===== src/hw/rsp_pkg.sv =====
// constants and types for the reset, sleep and power control block
// Summary of operation
// - converter stays powered in sleep if enabled
// - re-enabled converter does extended conversion next
// - comparator off in deep sleep modes
// - comparator reference use keeps reference on
// - brown-out detector on in sleep if fused
// - reference on only when a user needs it
// - enabled watchdog keeps running in sleep
// - input buffers gated in deep sleep, wake kept
// - debug fuse keeps main clock in deep sleep while test port on
// - data out undriven unless test port shifting
// - reset loads registers, then fetch from vector
// - port reset immediate for supply and pin sources, needs no clock
// - delay counter stretches reset after release
// - exactly five reset sources combined
// - power-on request while supply below threshold
// - pin request after minimum low pulse
// - watchdog request on enabled timeout
// - brown-out request only when detector enabled
// - test-port request while its register is one
// - watchdog pulse one cycle, count after fall
// - one sticky flag per source, write zero clears
// - power-on clears other flags, not itself
package rsp_pkg;
  localparam int         DW = 8;
  localparam int         AW = 2;
  localparam logic [1:0] ADDR_STAT  = 2'h0;
  localparam logic [1:0] ADDR_CTRL  = 2'h1;
  localparam logic [1:0] ADDR_STATE = 2'h2;
  // status register fields
  localparam int         NSRC      = 5;
  localparam int         BIT_POR   = 0;
  localparam int         BIT_PIN   = 1;
  localparam int         BIT_BOD   = 2;
  localparam int         BIT_WDT   = 3;
  localparam int         BIT_TP    = 4;
  localparam int         BIT_TPDIS = 7;
  localparam logic [7:0] STAT_RST  = 8'h01;
  // control register fields
  localparam int         BIT_CONV  = 0;
  localparam int         BIT_CMPOFF = 1;
  localparam int         BIT_CMPREF = 2;
  localparam int         SM_LO     = 4;
  localparam logic [7:0] CTRL_RST  = 8'h00;
  // sleep mode encodings
  localparam logic [2:0] SM_IDLE   = 3'h0;
  localparam logic [2:0] SM_NOISE  = 3'h1;
  localparam logic [2:0] SM_PDOWN  = 3'h2;
  localparam logic [2:0] SM_PSAVE  = 3'h3;
  // pin pulse filter timing
  localparam int CLK_PERIOD_NS = 4;
  localparam int EXT_MIN_NS    = 1500;
  localparam int EXT_MIN_CYC   =
    (EXT_MIN_NS + CLK_PERIOD_NS - 1) / CLK_PERIOD_NS;
  localparam int PW            = 9;
  localparam int CW            = 24;
  typedef enum logic [1:0] {ST_HOLD, ST_STRETCH, ST_RUN} rsp_state_t;
endpackage : rsp_pkg


===== src/hw/rsp_ctrl.sv =====
// reset combining, stretching and sleep power gating
//
// Design decisions made here: the strobed register port and the placing of the registers.
module rsp_ctrl #(
  parameter logic [23:0] TOUT0 = 24'h000006,
  parameter logic [23:0] TOUT1 = 24'h001000,
  parameter logic [23:0] TOUT2 = 24'h00fa00,
  parameter logic [23:0] TOUT3 = 24'h0fa000
) (
  input  wire logic       core_clk,
  input  wire logic       rst_b,
  // supply monitors and reset pin, asynchronous
  input  wire logic       porBelow,
  input  wire logic       rstPin_b,
  input  wire logic       bodBelow,
  // same-clock sources
  input  wire logic       wdtTimeout,
  input  wire logic       wdtEnable,
  input  wire logic       testPortResetReg,
  // static fuses
  input  wire logic       brownoutEnableFuse,
  input  wire logic       testPortEnableFuse,
  input  wire logic       onchipDebugEnableFuse,
  input  wire logic [1:0] clockSelectFuses,
  // sleep and converter status
  input  wire logic       sleepActive,
  input  wire logic       convStart,
  // test access port
  input  wire logic       tapShifting,
  input  wire logic       tapTdo,
  // register port
  input  wire logic [1:0] regAddr,
  input  wire logic [7:0] regWdata,
  input  wire logic       regWr,
  input  wire logic       regRd,
  output logic      [7:0] regRdata,
  // outputs
  output logic            portReset,
  output logic            sysReset,
  output logic            cpuStart,
  output logic            convPowered,
  output logic            convExtended,
  output logic            compEnable,
  output logic            refEnable,
  output logic            bodActive,
  output logic            wdtRun,
  output logic            inBufEnable,
  output logic            wakeBufEnable,
  output logic            mainClkKeep,
  output logic            testPortEnable,
  output logic            tdoOut,
  output logic            tdoOe
);

  // async pin inputs: por, pin, bod
  localparam int NS = 3;
  logic [NS-1:0] syncRaw;
  logic [NS-1:0] sync1_q;
  logic [NS-1:0] sync2_q;
  assign syncRaw = {bodBelow, ~rstPin_b, porBelow};

  // two-flop synchroniser per pin
  genvar gi;
  generate
    for (gi = 0; gi < NS; gi++) begin : g_sync
      always_ff @(posedge core_clk) begin
        if (!rst_b) begin
          sync1_q[gi] <= 1'b0;
          sync2_q[gi] <= 1'b0;
        end else begin
          sync1_q[gi] <= syncRaw[gi];
          sync2_q[gi] <= sync1_q[gi];
        end
      end
    end
  endgenerate

  logic porS;
  logic pinLowS;
  logic bodS;
  assign porS    = sync2_q[0];
  assign pinLowS = sync2_q[1];
  assign bodS    = sync2_q[2];

  // pin low-time filter, saturating
  logic [rsp_pkg::PW-1:0] lowCnt_q;
  localparam logic [rsp_pkg::PW-1:0] EXT_MIN =
    rsp_pkg::PW'(rsp_pkg::EXT_MIN_CYC);
  always_ff @(posedge core_clk) begin
    if (!rst_b) begin
      lowCnt_q <= '0;
    end else if (!pinLowS) begin
      lowCnt_q <= '0;
    end else if (lowCnt_q != EXT_MIN) begin
      lowCnt_q <= lowCnt_q + 1'b1;
    end
  end

  // the five reset requests
  logic [rsp_pkg::NSRC-1:0] req;
  logic                     anyReq;
  always_comb begin
    req = '0;
    req[rsp_pkg::BIT_POR] = porS;
    req[rsp_pkg::BIT_PIN] = (lowCnt_q == EXT_MIN);
    req[rsp_pkg::BIT_BOD] = bodS & brownoutEnableFuse;
    req[rsp_pkg::BIT_WDT] = wdtTimeout & wdtEnable;
    req[rsp_pkg::BIT_TP]  = testPortResetReg;
  end
  assign anyReq = |req;

  // delay terminal from the clock-select fuses
  logic [rsp_pkg::CW-1:0] term;
  always_comb begin
    case (clockSelectFuses)
      2'h0:    term = TOUT0;
      2'h1:    term = TOUT1;
      2'h2:    term = TOUT2;
      default: term = TOUT3;
    endcase
  end

  // reset sequencer
  rsp_pkg::rsp_state_t    st_q;
  rsp_pkg::rsp_state_t    st_d;
  logic [rsp_pkg::CW-1:0] cnt_q;
  always_comb begin
    st_d = st_q;
    case (st_q)
      rsp_pkg::ST_HOLD:
        if (!anyReq) st_d = rsp_pkg::ST_STRETCH;
      rsp_pkg::ST_STRETCH:
        if (anyReq) st_d = rsp_pkg::ST_HOLD;
        else if (cnt_q >= term - 1'b1) st_d = rsp_pkg::ST_RUN;
      rsp_pkg::ST_RUN:
        if (anyReq) st_d = rsp_pkg::ST_HOLD;
      default: st_d = rsp_pkg::ST_HOLD;
    endcase
  end

  always_ff @(posedge core_clk) begin
    if (!rst_b) begin
      st_q <= rsp_pkg::ST_HOLD;
    end else begin
      st_q <= st_d;
    end
  end

  // delay counter, cleared while any request stands
  always_ff @(posedge core_clk) begin
    if (!rst_b) begin
      cnt_q <= '0;
    end else if (st_q != rsp_pkg::ST_STRETCH || anyReq) begin
      cnt_q <= '0;
    end else begin
      cnt_q <= cnt_q + 1'b1;
    end
  end

  // internal reset and start pulse toward the core
  always_ff @(posedge core_clk) begin
    if (!rst_b) begin
      sysReset <= 1'b1;
      cpuStart <= 1'b0;
    end else begin
      sysReset <= (st_d != rsp_pkg::ST_RUN);
      cpuStart <= (st_d == rsp_pkg::ST_RUN) && (st_q != rsp_pkg::ST_RUN);
    end
  end

  // port reset: raw sources bypass the flops so it works
  // with the clock stopped; the only unregistered output
  logic portRstQ;
  always_ff @(posedge core_clk) begin
    if (!rst_b) begin
      portRstQ <= 1'b1;
    end else begin
      portRstQ <= sysReset;
    end
  end
  assign portReset = porBelow | ~rstPin_b | (bodBelow & brownoutEnableFuse)
                   | portRstQ;

  // software control register
  logic [7:0] ctrl_q;
  logic [2:0] sleepMode;
  always_ff @(posedge core_clk) begin
    if (!rst_b || sysReset) begin
      ctrl_q <= rsp_pkg::CTRL_RST;
    end else if (regWr && regAddr == rsp_pkg::ADDR_CTRL) begin
      ctrl_q <= regWdata;
    end
  end
  assign sleepMode = ctrl_q[rsp_pkg::SM_LO+:3];

  // sticky reset flags; a set beats a same-cycle clear
  logic [4:0] flag_q;
  logic       tpDis_q;
  logic       statWr;
  logic [4:0] keep;
  assign statWr = regWr && regAddr == rsp_pkg::ADDR_STAT;
  assign keep = statWr ? regWdata[4:0] : 5'h1f;
  always_ff @(posedge core_clk) begin
    if (!rst_b) begin
      flag_q <= rsp_pkg::STAT_RST[4:0];
    end else if (porS) begin
      flag_q <= 5'h01;
    end else begin
      flag_q <= req | (flag_q & keep);
    end
  end

  // test-port disable bit
  always_ff @(posedge core_clk) begin
    if (!rst_b || sysReset) begin
      tpDis_q <= rsp_pkg::STAT_RST[rsp_pkg::BIT_TPDIS];
    end else if (statWr) begin
      tpDis_q <= regWdata[rsp_pkg::BIT_TPDIS];
    end
  end

  // read data stands only in the cycle after the strobe
  always_ff @(posedge core_clk) begin
    if (!rst_b || !regRd) begin
      regRdata <= 8'h00;
    end else begin
      case (regAddr)
        rsp_pkg::ADDR_STAT:  regRdata <= {tpDis_q, 2'h0, flag_q};
        rsp_pkg::ADDR_CTRL:  regRdata <= ctrl_q;
        rsp_pkg::ADDR_STATE: regRdata <= {3'h0, convExtended,
                                          testPortEnable, inBufEnable,
                                          refEnable, sysReset};
        default:             regRdata <= 8'h00; // unmapped
      endcase
    end
  end

  // sleep classification
  logic deepSleep;
  logic pdSleep;
  logic convOn;
  logic cmpUser;
  assign convOn  = ctrl_q[rsp_pkg::BIT_CONV];
  assign cmpUser = ~ctrl_q[rsp_pkg::BIT_CMPOFF];
  // io and converter clocks both stop in all but idle and noise
  assign deepSleep = sleepActive && sleepMode != rsp_pkg::SM_IDLE
                     && sleepMode != rsp_pkg::SM_NOISE;
  assign pdSleep = sleepActive && (sleepMode == rsp_pkg::SM_PDOWN
                   || sleepMode == rsp_pkg::SM_PSAVE);

  // converter power and extended-conversion marker
  logic convOnPrev;
  always_ff @(posedge core_clk) begin
    if (!rst_b) begin
      convOnPrev   <= 1'b0;
      convPowered  <= 1'b0;
      convExtended <= 1'b1;
    end else begin
      convOnPrev  <= convOn;
      convPowered <= convOn;
      if (convOn && !convOnPrev) begin
        convExtended <= 1'b1;
      end else if (convStart && convPowered) begin
        convExtended <= 1'b0;
      end
    end
  end

  // analog enables; reference stays on for comparator use
  // even in sleep, which is why software should drop it first
  always_ff @(posedge core_clk) begin
    if (!rst_b) begin
      compEnable <= 1'b0;
      refEnable  <= 1'b0;
      bodActive  <= 1'b0;
      wdtRun     <= 1'b0;
    end else begin
      compEnable <= cmpUser && !deepSleep;
      refEnable  <= brownoutEnableFuse || convOn
                    || (cmpUser && ctrl_q[rsp_pkg::BIT_CMPREF]);
      bodActive  <= brownoutEnableFuse;
      wdtRun     <= wdtEnable;
    end
  end

  // input buffers and main clock keep-alive
  logic tpOn;
  assign tpOn = testPortEnableFuse && !tpDis_q;
  always_ff @(posedge core_clk) begin
    if (!rst_b) begin
      inBufEnable    <= 1'b1;
      wakeBufEnable  <= 1'b1;
      mainClkKeep    <= 1'b1;
      testPortEnable <= 1'b0;
    end else begin
      inBufEnable    <= !deepSleep;
      wakeBufEnable  <= 1'b1;
      mainClkKeep    <= !pdSleep || (onchipDebugEnableFuse && tpOn);
      testPortEnable <= tpOn;
    end
  end

  // serial data out, released when not shifting
  always_ff @(posedge core_clk) begin
    if (!rst_b) begin
      tdoOut <= 1'b0;
      tdoOe  <= 1'b0;
    end else begin
      tdoOut <= tapTdo;
      tdoOe  <= tpOn && tapShifting;
    end
  end
endmodule : rsp_ctrl


===== config.mk =====
export PLATFORM = sky130hd
export DESIGN_NAME = rsp_ctrl
export DESIGN_NICKNAME = d
export VERILOG_FILES = /design/src/hw/rsp_pkg.sv /design/src/hw/rsp_ctrl.sv
export SDC_FILE = /design/constraint.sdc
export NUM_CORES = 1
export LEC_CHECK = 0
export ABC_AREA = 1
export ABC_CLOCK_PERIOD_IN_PS = 2300
export CAP_MARGIN = 25
export CORE_UTILIZATION = 55
export DETAILED_ROUTE_END_ITERATION = 12
export DONT_BUFFER_PORTS = 1
export PLACE_DENSITY = 0.75
export SLEW_MARGIN = 0
export SYNTH_ARGS = -nofsm -noshare
export SYNTH_HDL_FRONTEND = slang
export SYNTH_SLANG_ARGS = --single-unit

===== constraint.sdc =====
create_clock -name core_clk -period 2.3 [get_ports core_clk]
set_clock_uncertainty 0.15 [all_clocks]
set_input_delay 0 -clock core_clk [delete_from_list [all_inputs] [get_ports core_clk]]
set_output_delay 0 -clock core_clk [all_outputs]
set_load 0.01 [all_outputs]

==> out/qor.txt, run 1 <==
status: completed
proportion of layout cells with a drive suffix above 1: 10.1%
diode count: 0
Post-Synth XOR/XNOR Area: 1.74%
synth unique cells: 42
GRT overflow: 0
TritonRoute pass-1 iters: 5
Die X: 82.0 µm
Synth top cells by count: nand2_1, dfxtp_1, inv_1, nor2_1, a21oi_1
most frequent cell after synthesis: nand2_1
vias per cell: 5.27
vias: 2,999
synth top area cells: dfxtp_1, nand2_1, inv_1
Tmin final: 2.04 ns
Port Buf Inserts: 0
Worst setup EP type: register
worst hold margin: 0.0259 ns
Hold Vio Cnt, Final: 0
Avg WL per Cell: 13.1 µm
Final HPWL DP: 5.03 mm
Tot Pwr: 2470 µW
Place WS: 0.412 ns
max_cap viols: 0
Total Routing Usage GR: 23.8%
Ys Warns: 0
H-tree levels: 3
clock buffer depth: 2
vias in the first global route: 2,872
largest net degree at the start of global routing: 17
DRC viols: 0
fin util: 67.7%
worst-skew pair later-pin latency: 0.35 ns
RSZ-0062 raised after global routing: false
number of enable flip-flop cells after synthesis: 0
Post-Synth Adder-Cell Area: 6.39%
Synth top area share: 43.8%
synthesized-area fraction occupied by and/or/nand/nor cells: 26.8%
Leak: 0.00176 µW
nets@finish: 536
CP Class: in -> reg
cts bufs inserted: 9
Setup WS post-layout: 0.265 ns
Post-synth ARST share: 0%
Cell Rows: 28
Mapped Nets: 497
relative slew slack: 54.9%
Critical Path RT: 2.37 ns
critical path data arrival time: 2.11 ns
area of the multi-input gates: 0.00169 mm²
initial antenna violation count: 0
Clock transition at path regs: 0.09 ns
Fillers: 505
Starting Density: 58.1%
Synth Area per Inst: 7.83 µm²
CP startpoint kind: input port
mux cell area share after synthesis: 0%
Reg area: 0.00154 mm²
Setup Fix Bufs, Post-CTS: 0
worst vdd ir: 0.507 mV
Final Cycle Share: 88.5%
core area: 0.00606 mm²
Post-synth top flop: dfxtp_1
gpl congestion: 0.823
pwr dens: 602 mW/mm²
area leader, netlist: dfxtp_1
final setup TNS: 0 ns
mapped cell area: 0.00352 mm²
complex-gate fraction of the synthesized area: 12.8%
Routed Antenna Nets: 0
first-pass GRT wire length: 12.2 mm
cells after synthesis: 450
clock root buffer: clkbuf_8
CTS tree: done
# setup viols final: 0
DRT iter0 DRCs: 119
Max FO, Critical Path: 7
largest family of logic cells by synthesized area: simple AND/OR/NAND/NOR gates
FMAX: 491 MHz
max-slew violations: 0
Slew @ Worst Pin: 0.674 ns
Worst Hold Class: in -> out
P&R area growth vs syn: 16.4%
die area: 0.00673 mm²
clk sinks: 77
drt total wl: 7.45 mm
Die Span Y: 82.0 µm
Ports: 52
register bit total from synthesis: 77
sequential share of the synthesized area: 43.8%
==> cells in the final DEF (no fill, tap or decap), types with 3 or more instances in the layout <==
master          n
nand2_1        91
dfxtp_1        77
inv_1          64
nor2_1         43
dlygate4sd3_1  33
a21oi_1        32
o21ai_0        21
ha_1           18
nand3_1        13
nor3_1         10
clkbuf_8        9
nand4_1         8
xor2_1          6
nand2_2         5
o211ai_1        5
inv_2           4
nand3_2         4
nor2_4          4
nor3b_1         4
nand2_4         3
o21a_1          3
a31oi_1         3
nor2_2          3
a21oi_2         3
==> metrics by stage <==
stage,instances,cell area (µm²)
after floorplan,450,3520
after global placement,520,3580
after detailed placement,520,3580
after CTS,569,4100
after global routing,569,4100
final,569,4100
==> what timing repair did <==
item | in CTS | in global routing
resized for setup | 0 | 0
endpoints found under the hold margin | 52 | 0
hold buffers | 33 | 0
==> layer usage <==
| metal | up-vias | GRT usage (%) | part of all wire (%) |
|---|---|---|---|
| met1 | 1343 | 26.4 | 43 |
| met4 | 0 | 9.65 | 1.7 |
| met2 | 102 | 42.1 | 50 |
| li1 | 1537 | - | - |
| met5 | - | 0 | 0 |
| met3 | 17 | 7.33 | 5.2 |
==> critical path: stages <==
cell	delay [ns]
dlygate4sd3_1	0.58
nor2_1	0.41
nand2_1	0.25
o21ai_0	0.23
dlygate4sd3_1	0.57
nand3_1	0.06
==> power by group <==
part           internal (µW)  leakage [µW]  switching, µW
Clock                    416     0.0000903            553
Sequential              1350      0.000625           12.7
Combinational           62.0       0.00104           75.2
Total                   1830       0.00176            641
==> cells by family (layout without fill, tap and decap cells) <==
logic type / count (synthesis) / count (layout)
simple gates: 196 / 196
compound gates: 77 / 77
flops: 77 / 77
buf+inv: 74 / 118
fa+ha+maj: 18 / 18
xor+xnor: 7 / 7
other cells: 1 / 1
==> layout make-up <==
class,count,share of cell area (%)
clock inverter,7,1.56
inverter,68,6.22
timing repair buffer,34,8.24
multi-input combinational,299,41.1
tap,75,2.29
clock buffer,9,3.02
sequential,77,37.6
==> final timing paths <==
| check | start | to | slack [ns] | cells past startpoint |
|---|---|---|---|---|
| max reg2reg | lowCnt_q[0]$_SDFFE_PN0N_ | cnt_q[13]$_SDFF_PP0_ | 0.42 | 10 |
| max | regAddr[0] | flag_q[0]$_SDFF_PP1_ | 0.26 | 6 |
| min reg2reg | sync1_q[2]$_SDFF_PN0_ | bodS$_SDFF_PN0_ | 0.27 | 2 |
| min | brownoutEnableFuse | portReset | 0.03 | 1 |
==> flip-flops by register name, indices dropped and copies added, names as in the netlist, 2 cells and up <==
register and cells:
cnt_q 24, flag_q 5, st_q 2, ctrl_q 8, sync1_q 3, regRdata 8, lowCnt_q 9
Power figures use the tool's default switching activity.
==> inputs of run 2 (changes only) <==
--- a/config.mk
+++ b/config.mk
@@ -5,7 +5,7 @@
 export SDC_FILE = /design/constraint.sdc
 export NUM_CORES = 1
 export LEC_CHECK = 0
-export ABC_AREA = 1
+export ABC_AREA = 0
 export ABC_CLOCK_PERIOD_IN_PS = 2300
 export CAP_MARGIN = 25
 export CORE_UTILIZATION = 55
==> run 2 against run 1 <==
  * Routed wire length rose by 3.9%
  * Power rose by 9.4%
  * Sequential share of layout area rose by 0.44 points
  * Highest routed layer unchanged
==> out/qor.txt, run 2 <==
FMAX: 459 MHz (was 491 MHz)
r2r setup slk: 0.12 ns (was 0.42 ns)
Clock Power Share: 43.8% (was 39.2%)
Final Cycle Share: 94.7% (was 88.5%)
Tmin final: 2.18 ns (was 2.04 ns)
largest net degree at the start of global routing: 25 (was 17)
pwr dens: 666 mW/mm² (was 602 mW/mm²)
switching portion of total power: 24.0% (was 26.0%)
Psw: 649 µW (was 641 µW)
Finished Layout Cells: 494 (was 569)
Slew @ Worst Pin: 0.669 ns (was 0.674 ns)
Leak: 0.00151 µW (was 0.00176 µW)
CP Class: reg -> reg (was in -> reg)
TritonRoute pass-1 iters: 5 (unchanged)
Synth top cells by count: dfxtp_1, nor2_1, nand2_1, a21oi_1 (was nand2_1, dfxtp_1, inv_1, nor2_1, a21oi_1)
Post-synth ARST share: 0% (unchanged)
fin util: 68.5% (was 67.7%)
hold_sp: bodBelow (was brownoutEnableFuse)
Final HPWL DP: 4.73 mm (was 5.03 mm)
Avg WL per Cell: 15.7 µm (was 13.1 µm)
Reg area: 0.00154 mm² (unchanged)
relative slew slack: 55.2% (was 54.9%)
R2R Path Start: cnt_q[17]$_SDFF_PP0_ (was lowCnt_q[0]$_SDFFE_PN0N_)
CTS tree: done (unchanged)
max FFs per register: 24 (unchanged)
Gate power share: 5.5% (was 5.6%)
Cell Rows: 28 (unchanged)
RSZ-0062 raised after global routing: false (unchanged)
Worst Hold Class: in -> out (unchanged)
diode count: 0 (unchanged)
final setup TNS: 0 ns (unchanged)
status: completed (unchanged)
critical path data arrival time: 2.24 ns (was 2.11 ns)
Routed Antenna Nets: 0 (unchanged)
Place WS: 0.150 ns (was 0.412 ns)
mapped cell area: 0.00339 mm² (was 0.00352 mm²)
Worst setup startpoint: cnt_q[17]$_SDFF_PP0_ (was regAddr[0])
proportion of layout cells with a drive suffix above 1: 6.92% (was 10.1%)
Hold Vio Cnt, Final: 0 (unchanged)
die area: 0.00648 mm² (was 0.00673 mm²)
placed cells: 440 (was 520)
# setup viols final: 0 (unchanged)
clock buffer depth: 2 (unchanged)
drt total wl: 7.74 mm (was 7.45 mm)
most frequent cell after synthesis: dfxtp_1 (was nand2_1)
clk sinks: 77 (unchanged)
Critical Path RT: 2.37 ns (about the same)
cells after synthesis: 376 (was 450)
clock root buffer: clkbuf_8 (unchanged)
Regs by FF count: cnt_q (24), lowCnt_q (9) (unchanged)
worst vdd ir: 0.651 mV (was 0.507 mV)
sequential share of power: 50.8% (was 55.2%)
area of the multi-input gates: 0.00176 mm² (was 0.00169 mm²)
Die Span Y: 80.5 µm (was 82.0 µm)
area leader, netlist: dfxtp_1 (unchanged)
sequential share of the synthesized area: 45.5% (was 43.8%)
H-tree levels: 3 (unchanged)
core area: 0.00592 mm² (was 0.00606 mm²)
Fillers: 454 (was 505)
worst-skew pair later-pin latency: 0.35 ns (about the same)
cell-internal power: 2050 µW (was 1830 µW)
Synth top area share: 45.5% (was 43.8%)
Ys Warns: 0 (unchanged)
P&R area growth vs syn: 19.6% (was 16.4%)
number of enable flip-flop cells after synthesis: 0 (unchanged)
Setup WS post-layout: 0.122 ns (was 0.265 ns)
max-slew violations: 0 (unchanged)
nets@finish: 461 (was 536)
vias per cell: 5.62 (was 5.27)
first-pass GRT wire length: 12.8 mm (was 12.2 mm)
commonest non-fill, non-tap cells in the layout: dfxtp_1, nor2_1, nand2_1, dlygate4sd3_1, a21oi_1 (was nand2_1, dfxtp_1, inv_1, nor2_1, dlygate4sd3_1)
Die X: 80.5 µm (was 82.0 µm)
register bit total from synthesis: 77 (unchanged)
vias in the first global route: 2,734 (was 2,872)
max_cap viols: 0 (unchanged)
Clock transition at path regs: 0.08 ns (was 0.09 ns)
DRT iter0 DRCs: 135 (was 119)
synth unique cells: 46 (was 42)
Post-synth top flop: dfxtp_1 (unchanged)
initial antenna violation count: 0 (unchanged)
Worst setup EP type: register (unchanged)
cts bufs inserted: 9 (unchanged)
commonest non-fill, non-tap cell in the layout: dfxtp_1 (was nand2_1)
gpl congestion: 0.830 (was 0.823)
Mapped Nets: 423 (was 497)
vias: 2,775 (was 2,999)
Synth Area per Inst: 9.02 µm² (was 7.83 µm²)
synth top area cells: dfxtp_1, ha_1, nor2_1 (was dfxtp_1, nand2_1, inv_1)
GRT overflow: 0 (unchanged)
register name with the most flops: cnt_q (unchanged)
CP startpoint kind: register (was input port)
Ports: 52 (unchanged)
Port Buf Inserts: 0 (unchanged)
Total Routing Usage GR: 26.3% (was 23.8%)
Max FO, Critical Path: 4 (was 7)
DRC viols: 0 (unchanged)
Starting Density: 57.3% (was 58.1%)
## run 2: area by class of cell
class,count,share of cell area [%]
clock inverters,7,2.59
clock buffers,9,3.06
flip-flops and latches,77,38.0
inverters,6,0.556
repair buffers,42,10.1
multi-input cells,278,43.3
well taps,75,2.31
## run 2: worst paths after layout
check / endpoint / cells after the start
max: cpuStart$_SDFF_PN0_ / 6
min: portReset / 2
max reg2reg: cpuStart$_SDFF_PN0_ / 6
min reg2reg: porS$_SDFF_PN0_ / 1
## run 2: cells by family (layout without fill, tap and decap cells)
group | after synthesis | after routing | synth area share [%]
mux | 7 | 7 | 2.07
buf+inv | 21 | 64 | 2.73
compound gates | 54 | 54 | 9.89
fa+ha+maj | 18 | 18 | 6.64
simple gates | 170 | 170 | 25.9
xor+xnor | 28 | 28 | 7.23
flops | 77 | 77 | 45.5
other cells | 1 | 1 | 0.111
## run 2: power groups by stage
stage / combinational, µW / sequential [µW] / clock, µW
after floorplan: 82.8 / 1400 / 0
after global placement: 84.3 / 1400 / 0
after detailed placement: 87.3 / 1400 / 0
after CTS: 142 / 1370 / 1190
after global routing: 161 / 1370 / 1260
final: 148 / 1370 / 1180
## run 2: metrics by stage
step | total power, µW | instance area [µm²] | hold WS (ns)
6_report | 2700 | 4050 | 0.00250
2_1_floorplan | 1480 | 3390 | -0.0839
5_1_grt | 2790 | 4050 | 0.0131
3_3_place_gp | 1490 | 3440 | -0.0848
3_5_place_dp | 1490 | 3440 | -0.0820
4_1_cts | 2700 | 4050 | 0.00238
## run 2: critical path, cell delays in order, from the launching register on
cell	delay [ns]
dfxtp_1	0.36
ha_1	0.32
a21o_1	0.18
a21o_4	0.20
a211o_1	0.30
a221oi_2	0.37
a21oi_1	0.17
## run 2: layer usage
layer  track usage, %  part of all wire (%)  vias up
met5                0                     0        -
met4             12.0                   2.6        0
met3             7.95                   5.3       22
met2             45.8                    51       74
met1             29.2                    41     1290
li1                 -                     -     1389
## run 2: timing repair
action	in CTS	in global routing
hold buffers	38	0
endpoints found under the setup margin	0	0
resized for setup	0	0
buffers inserted	0	0
hold endpoints to repair	54	0
==> inputs of run 3 (changes only) <==
--- a/config.mk
+++ b/config.mk
@@ -8,10 +8,14 @@
 export ABC_AREA = 0
 export ABC_CLOCK_PERIOD_IN_PS = 2300
 export CAP_MARGIN = 25
-export CORE_UTILIZATION = 55
+export CELL_PAD_IN_SITES_DETAIL_PLACEMENT = 0
+export CELL_PAD_IN_SITES_GLOBAL_PLACEMENT = 1
+export CORE_UTILIZATION = 47
+export CTS_CLUSTER_SIZE = 30
 export DETAILED_ROUTE_END_ITERATION = 12
 export DONT_BUFFER_PORTS = 1
-export PLACE_DENSITY = 0.75
+export PLACE_DENSITY = 0.83
+export SKIP_LAST_GASP = 1
 export SLEW_MARGIN = 0
 export SYNTH_ARGS = -nofsm -noshare
 export SYNTH_HDL_FRONTEND = slang
==> run 3 against run 2 <==
  * Routed wire length is 7.7% lower
  * Flip-flop and latch count stayed put
  * Worst hold slack better by 0.0029 ns
  * Sequential share of layout area is 0.39 points lower
  * Cell count is 4.7% higher
  * Via count is 1.8% lower
  * Clock power hardly changed
  * Register-to-register slack better by 0.07 ns
  * First-iteration DRC count is 26% lower
  * Highest routed layer unchanged
==> out/qor.txt, run 3 (same netlist as run 2, synthesis figures left out) <==
Worst Hold Class: in -> out (unchanged)
Max FO, Critical Path: 7 (was 4)
Slew @ Worst Pin: 0.700 ns (was 0.669 ns)
number of cells on the worst reg-to-reg path: 6 (unchanged)
drt total wl: 7.14 mm (was 7.74 mm)
DRT iter0 DRCs: 100 (was 135)
worst hold margin: 0.00545 ns (was 0.00250 ns)
register name with the most flops: cnt_q (unchanged)
H-tree levels: 3 (unchanged)
RSZ-0062 raised after global routing: false (unchanged)
critical path data arrival time: 2.33 ns (was 2.24 ns)
Tmin final: 2.18 ns (about the same)
worst vdd ir: 0.407 mV (was 0.651 mV)
Starting Density: 49.4% (was 57.3%)
Setup Fix Bufs, Post-CTS: 0 (unchanged)
status: completed (unchanged)
vias in the first global route: 2,645 (was 2,734)
r2r setup slk: 0.19 ns (was 0.12 ns)
CP startpoint kind: input port (was register)
diode count: 0 (unchanged)
max FFs per register: 24 (unchanged)
core area: 0.00687 mm² (was 0.00592 mm²)
proportion of layout cells with a drive suffix above 1: 7.60% (was 6.92%)
DRC viols: 0 (unchanged)
CP Class: in -> reg (was reg -> reg)
TritonRoute pass-1 iters: 4 (was 5)
worst-skew pair later-pin latency: 0.36 ns (was 0.35 ns)
largest net degree at the start of global routing: 25 (unchanged)
gpl congestion: 0.800 (was 0.830)
max_cap viols: 0 (unchanged)
GR Util met3: 7.58% (was 7.95%)
commonest non-fill, non-tap cells in the layout: dfxtp_1, nor2_1, nand2_1, dlygate4sd3_1, a21oi_1 (unchanged)
GRT overflow: 0 (unchanged)
Hold Vio Cnt, Final: 0 (unchanged)
Critical Path RT: 2.45 ns (was 2.37 ns)
die area: 0.00756 mm² (was 0.00648 mm²)
fin util: 59.6% (was 68.5%)
pwr dens: 655 mW/mm² (was 666 mW/mm²)
vias per cell: 5.27 (was 5.62)
vias: 2,725 (was 2,775)
R2R Path Start: cnt_q[17]$_SDFF_PP0_ (unchanged)
CTS tree: done (unchanged)
final setup TNS: 0 ns (unchanged)
Regs by FF count: cnt_q (24), lowCnt_q (9) (unchanged)
Ports: 52 (unchanged)
Clock transition at path regs: 0.08 ns (about the same)
max-slew violations: 0 (unchanged)
Hold Path End: portReset (unchanged)
Routed Antenna Nets: 0 (unchanged)
clock root buffer: clkbuf_8 (unchanged)
clock buffer depth: 2 (unchanged)
initial antenna violation count: 0 (unchanged)
cts bufs inserted: 9 (unchanged)
FMAX: 459 MHz (about the same)
relative slew slack: 53.2% (was 55.2%)
commonest non-fill, non-tap cell in the layout: dfxtp_1 (unchanged)
reg2reg end: st_q[1]$_SDFF_PN0_ (was cpuStart$_SDFF_PN0_)
P&R area growth vs syn: 20.8% (was 19.6%)
Total Routing Usage GR: 21.4% (was 26.3%)
met2 Use GR: 34.9% (was 45.8%)
clk sinks: 77 (unchanged)
Die X: 86.9 µm (was 80.5 µm)
Worst setup EP type: register (unchanged)
Port Buf Inserts: 0 (unchanged)
Cell Rows: 30 (was 28)
hold path depth: 2 (unchanged)
Final Cycle Share: 94.7% (about the same)
Avg WL per Cell: 13.8 µm (was 15.7 µm)
# setup viols final: 0 (unchanged)
hold_sp: bodBelow (unchanged)
nets@finish: 463 (was 461)
Leak: 0.00152 µW (was 0.00151 µW)
M1 GR Usage: 26.2% (was 29.2%)
first-pass GRT wire length: 12.5 mm (was 12.8 mm)
Die Span Y: 86.9 µm (was 80.5 µm)
Final HPWL DP: 4.89 mm (was 4.73 mm)
GRT busiest layer: met2 (unchanged)
==> run 3: per-layer routing <==
metal | vias to the layer above | wire (µm)
met5 | - | 0
met4 | 0 | 121
met3 | 11 | 368
met2 | 60 | 3480
met1 | 1273 | 3170
li1 | 1381 | -
==> run 3: timing repair <==
action	in CTS	in global routing
setup endpoints to repair	0	1
hold buffers	38	0
endpoints found under the hold margin	54	0
gates resized for setup	0	1
==> run 3: final cells by class <==
class,instances,area [µm²]
Clock buffer,9,124
Clock inverter,7,104
Fill cell,602,2770
Inverter,6,22.5
Multi-Input combinational cell,278,1760
Sequential cell,77,1540
Tap cell,96,120
Timing Repair Buffer,44,425
==> run 3: report_power, final <==
part,internal [µW],total [µW],switching [µW]
clock network,626,1170,542
logic,70.6,144,73.5
registers,1350,1370,16.7
total,2050,2680,632
==> run 3: worst max path at each step <==
stage	start	to	slack (ns)	cells after the start
5_1_grt	regAddr[0]	ctrl_q[4]$_SDFFE_PP0P_	0.03	6
3_3_place_gp	cnt_q[17]$_SDFF_PP0_	st_q[1]$_SDFF_PN0_	0.26	6
3_5_place_dp	cnt_q[17]$_SDFF_PP0_	st_q[1]$_SDFF_PN0_	0.21	6
6_report	regAddr[0]	ctrl_q[4]$_SDFFE_PP0P_	0.12	6
2_1_floorplan	clockSelectFuses[1]	st_q[1]$_SDFF_PN0_	0.31	8
4_1_cts	regAddr[1]	ctrl_q[4]$_SDFFE_PP0P_	0.09	6
==> run 3: through the flow <==
step,instances,total power (µW),area (µm²),worst slack [ns]
after global placement,463,1490,3490,0.256
final,517,2680,4100,0.123
after detailed placement,463,1490,3490,0.208
after global routing,517,2780,4100,0.0304
after CTS,517,2700,4090,0.0866
after floorplan,376,1480,3390,0.313
==> run 3: critical path: stages <==
cell and delay (ns):
dlygate4sd3_1 0.73, nor2b_2 0.28, nand3_1 0.09, dlygate4sd3_1 0.55
a21oi_1 0.12, dlygate4sd3_1 0.56
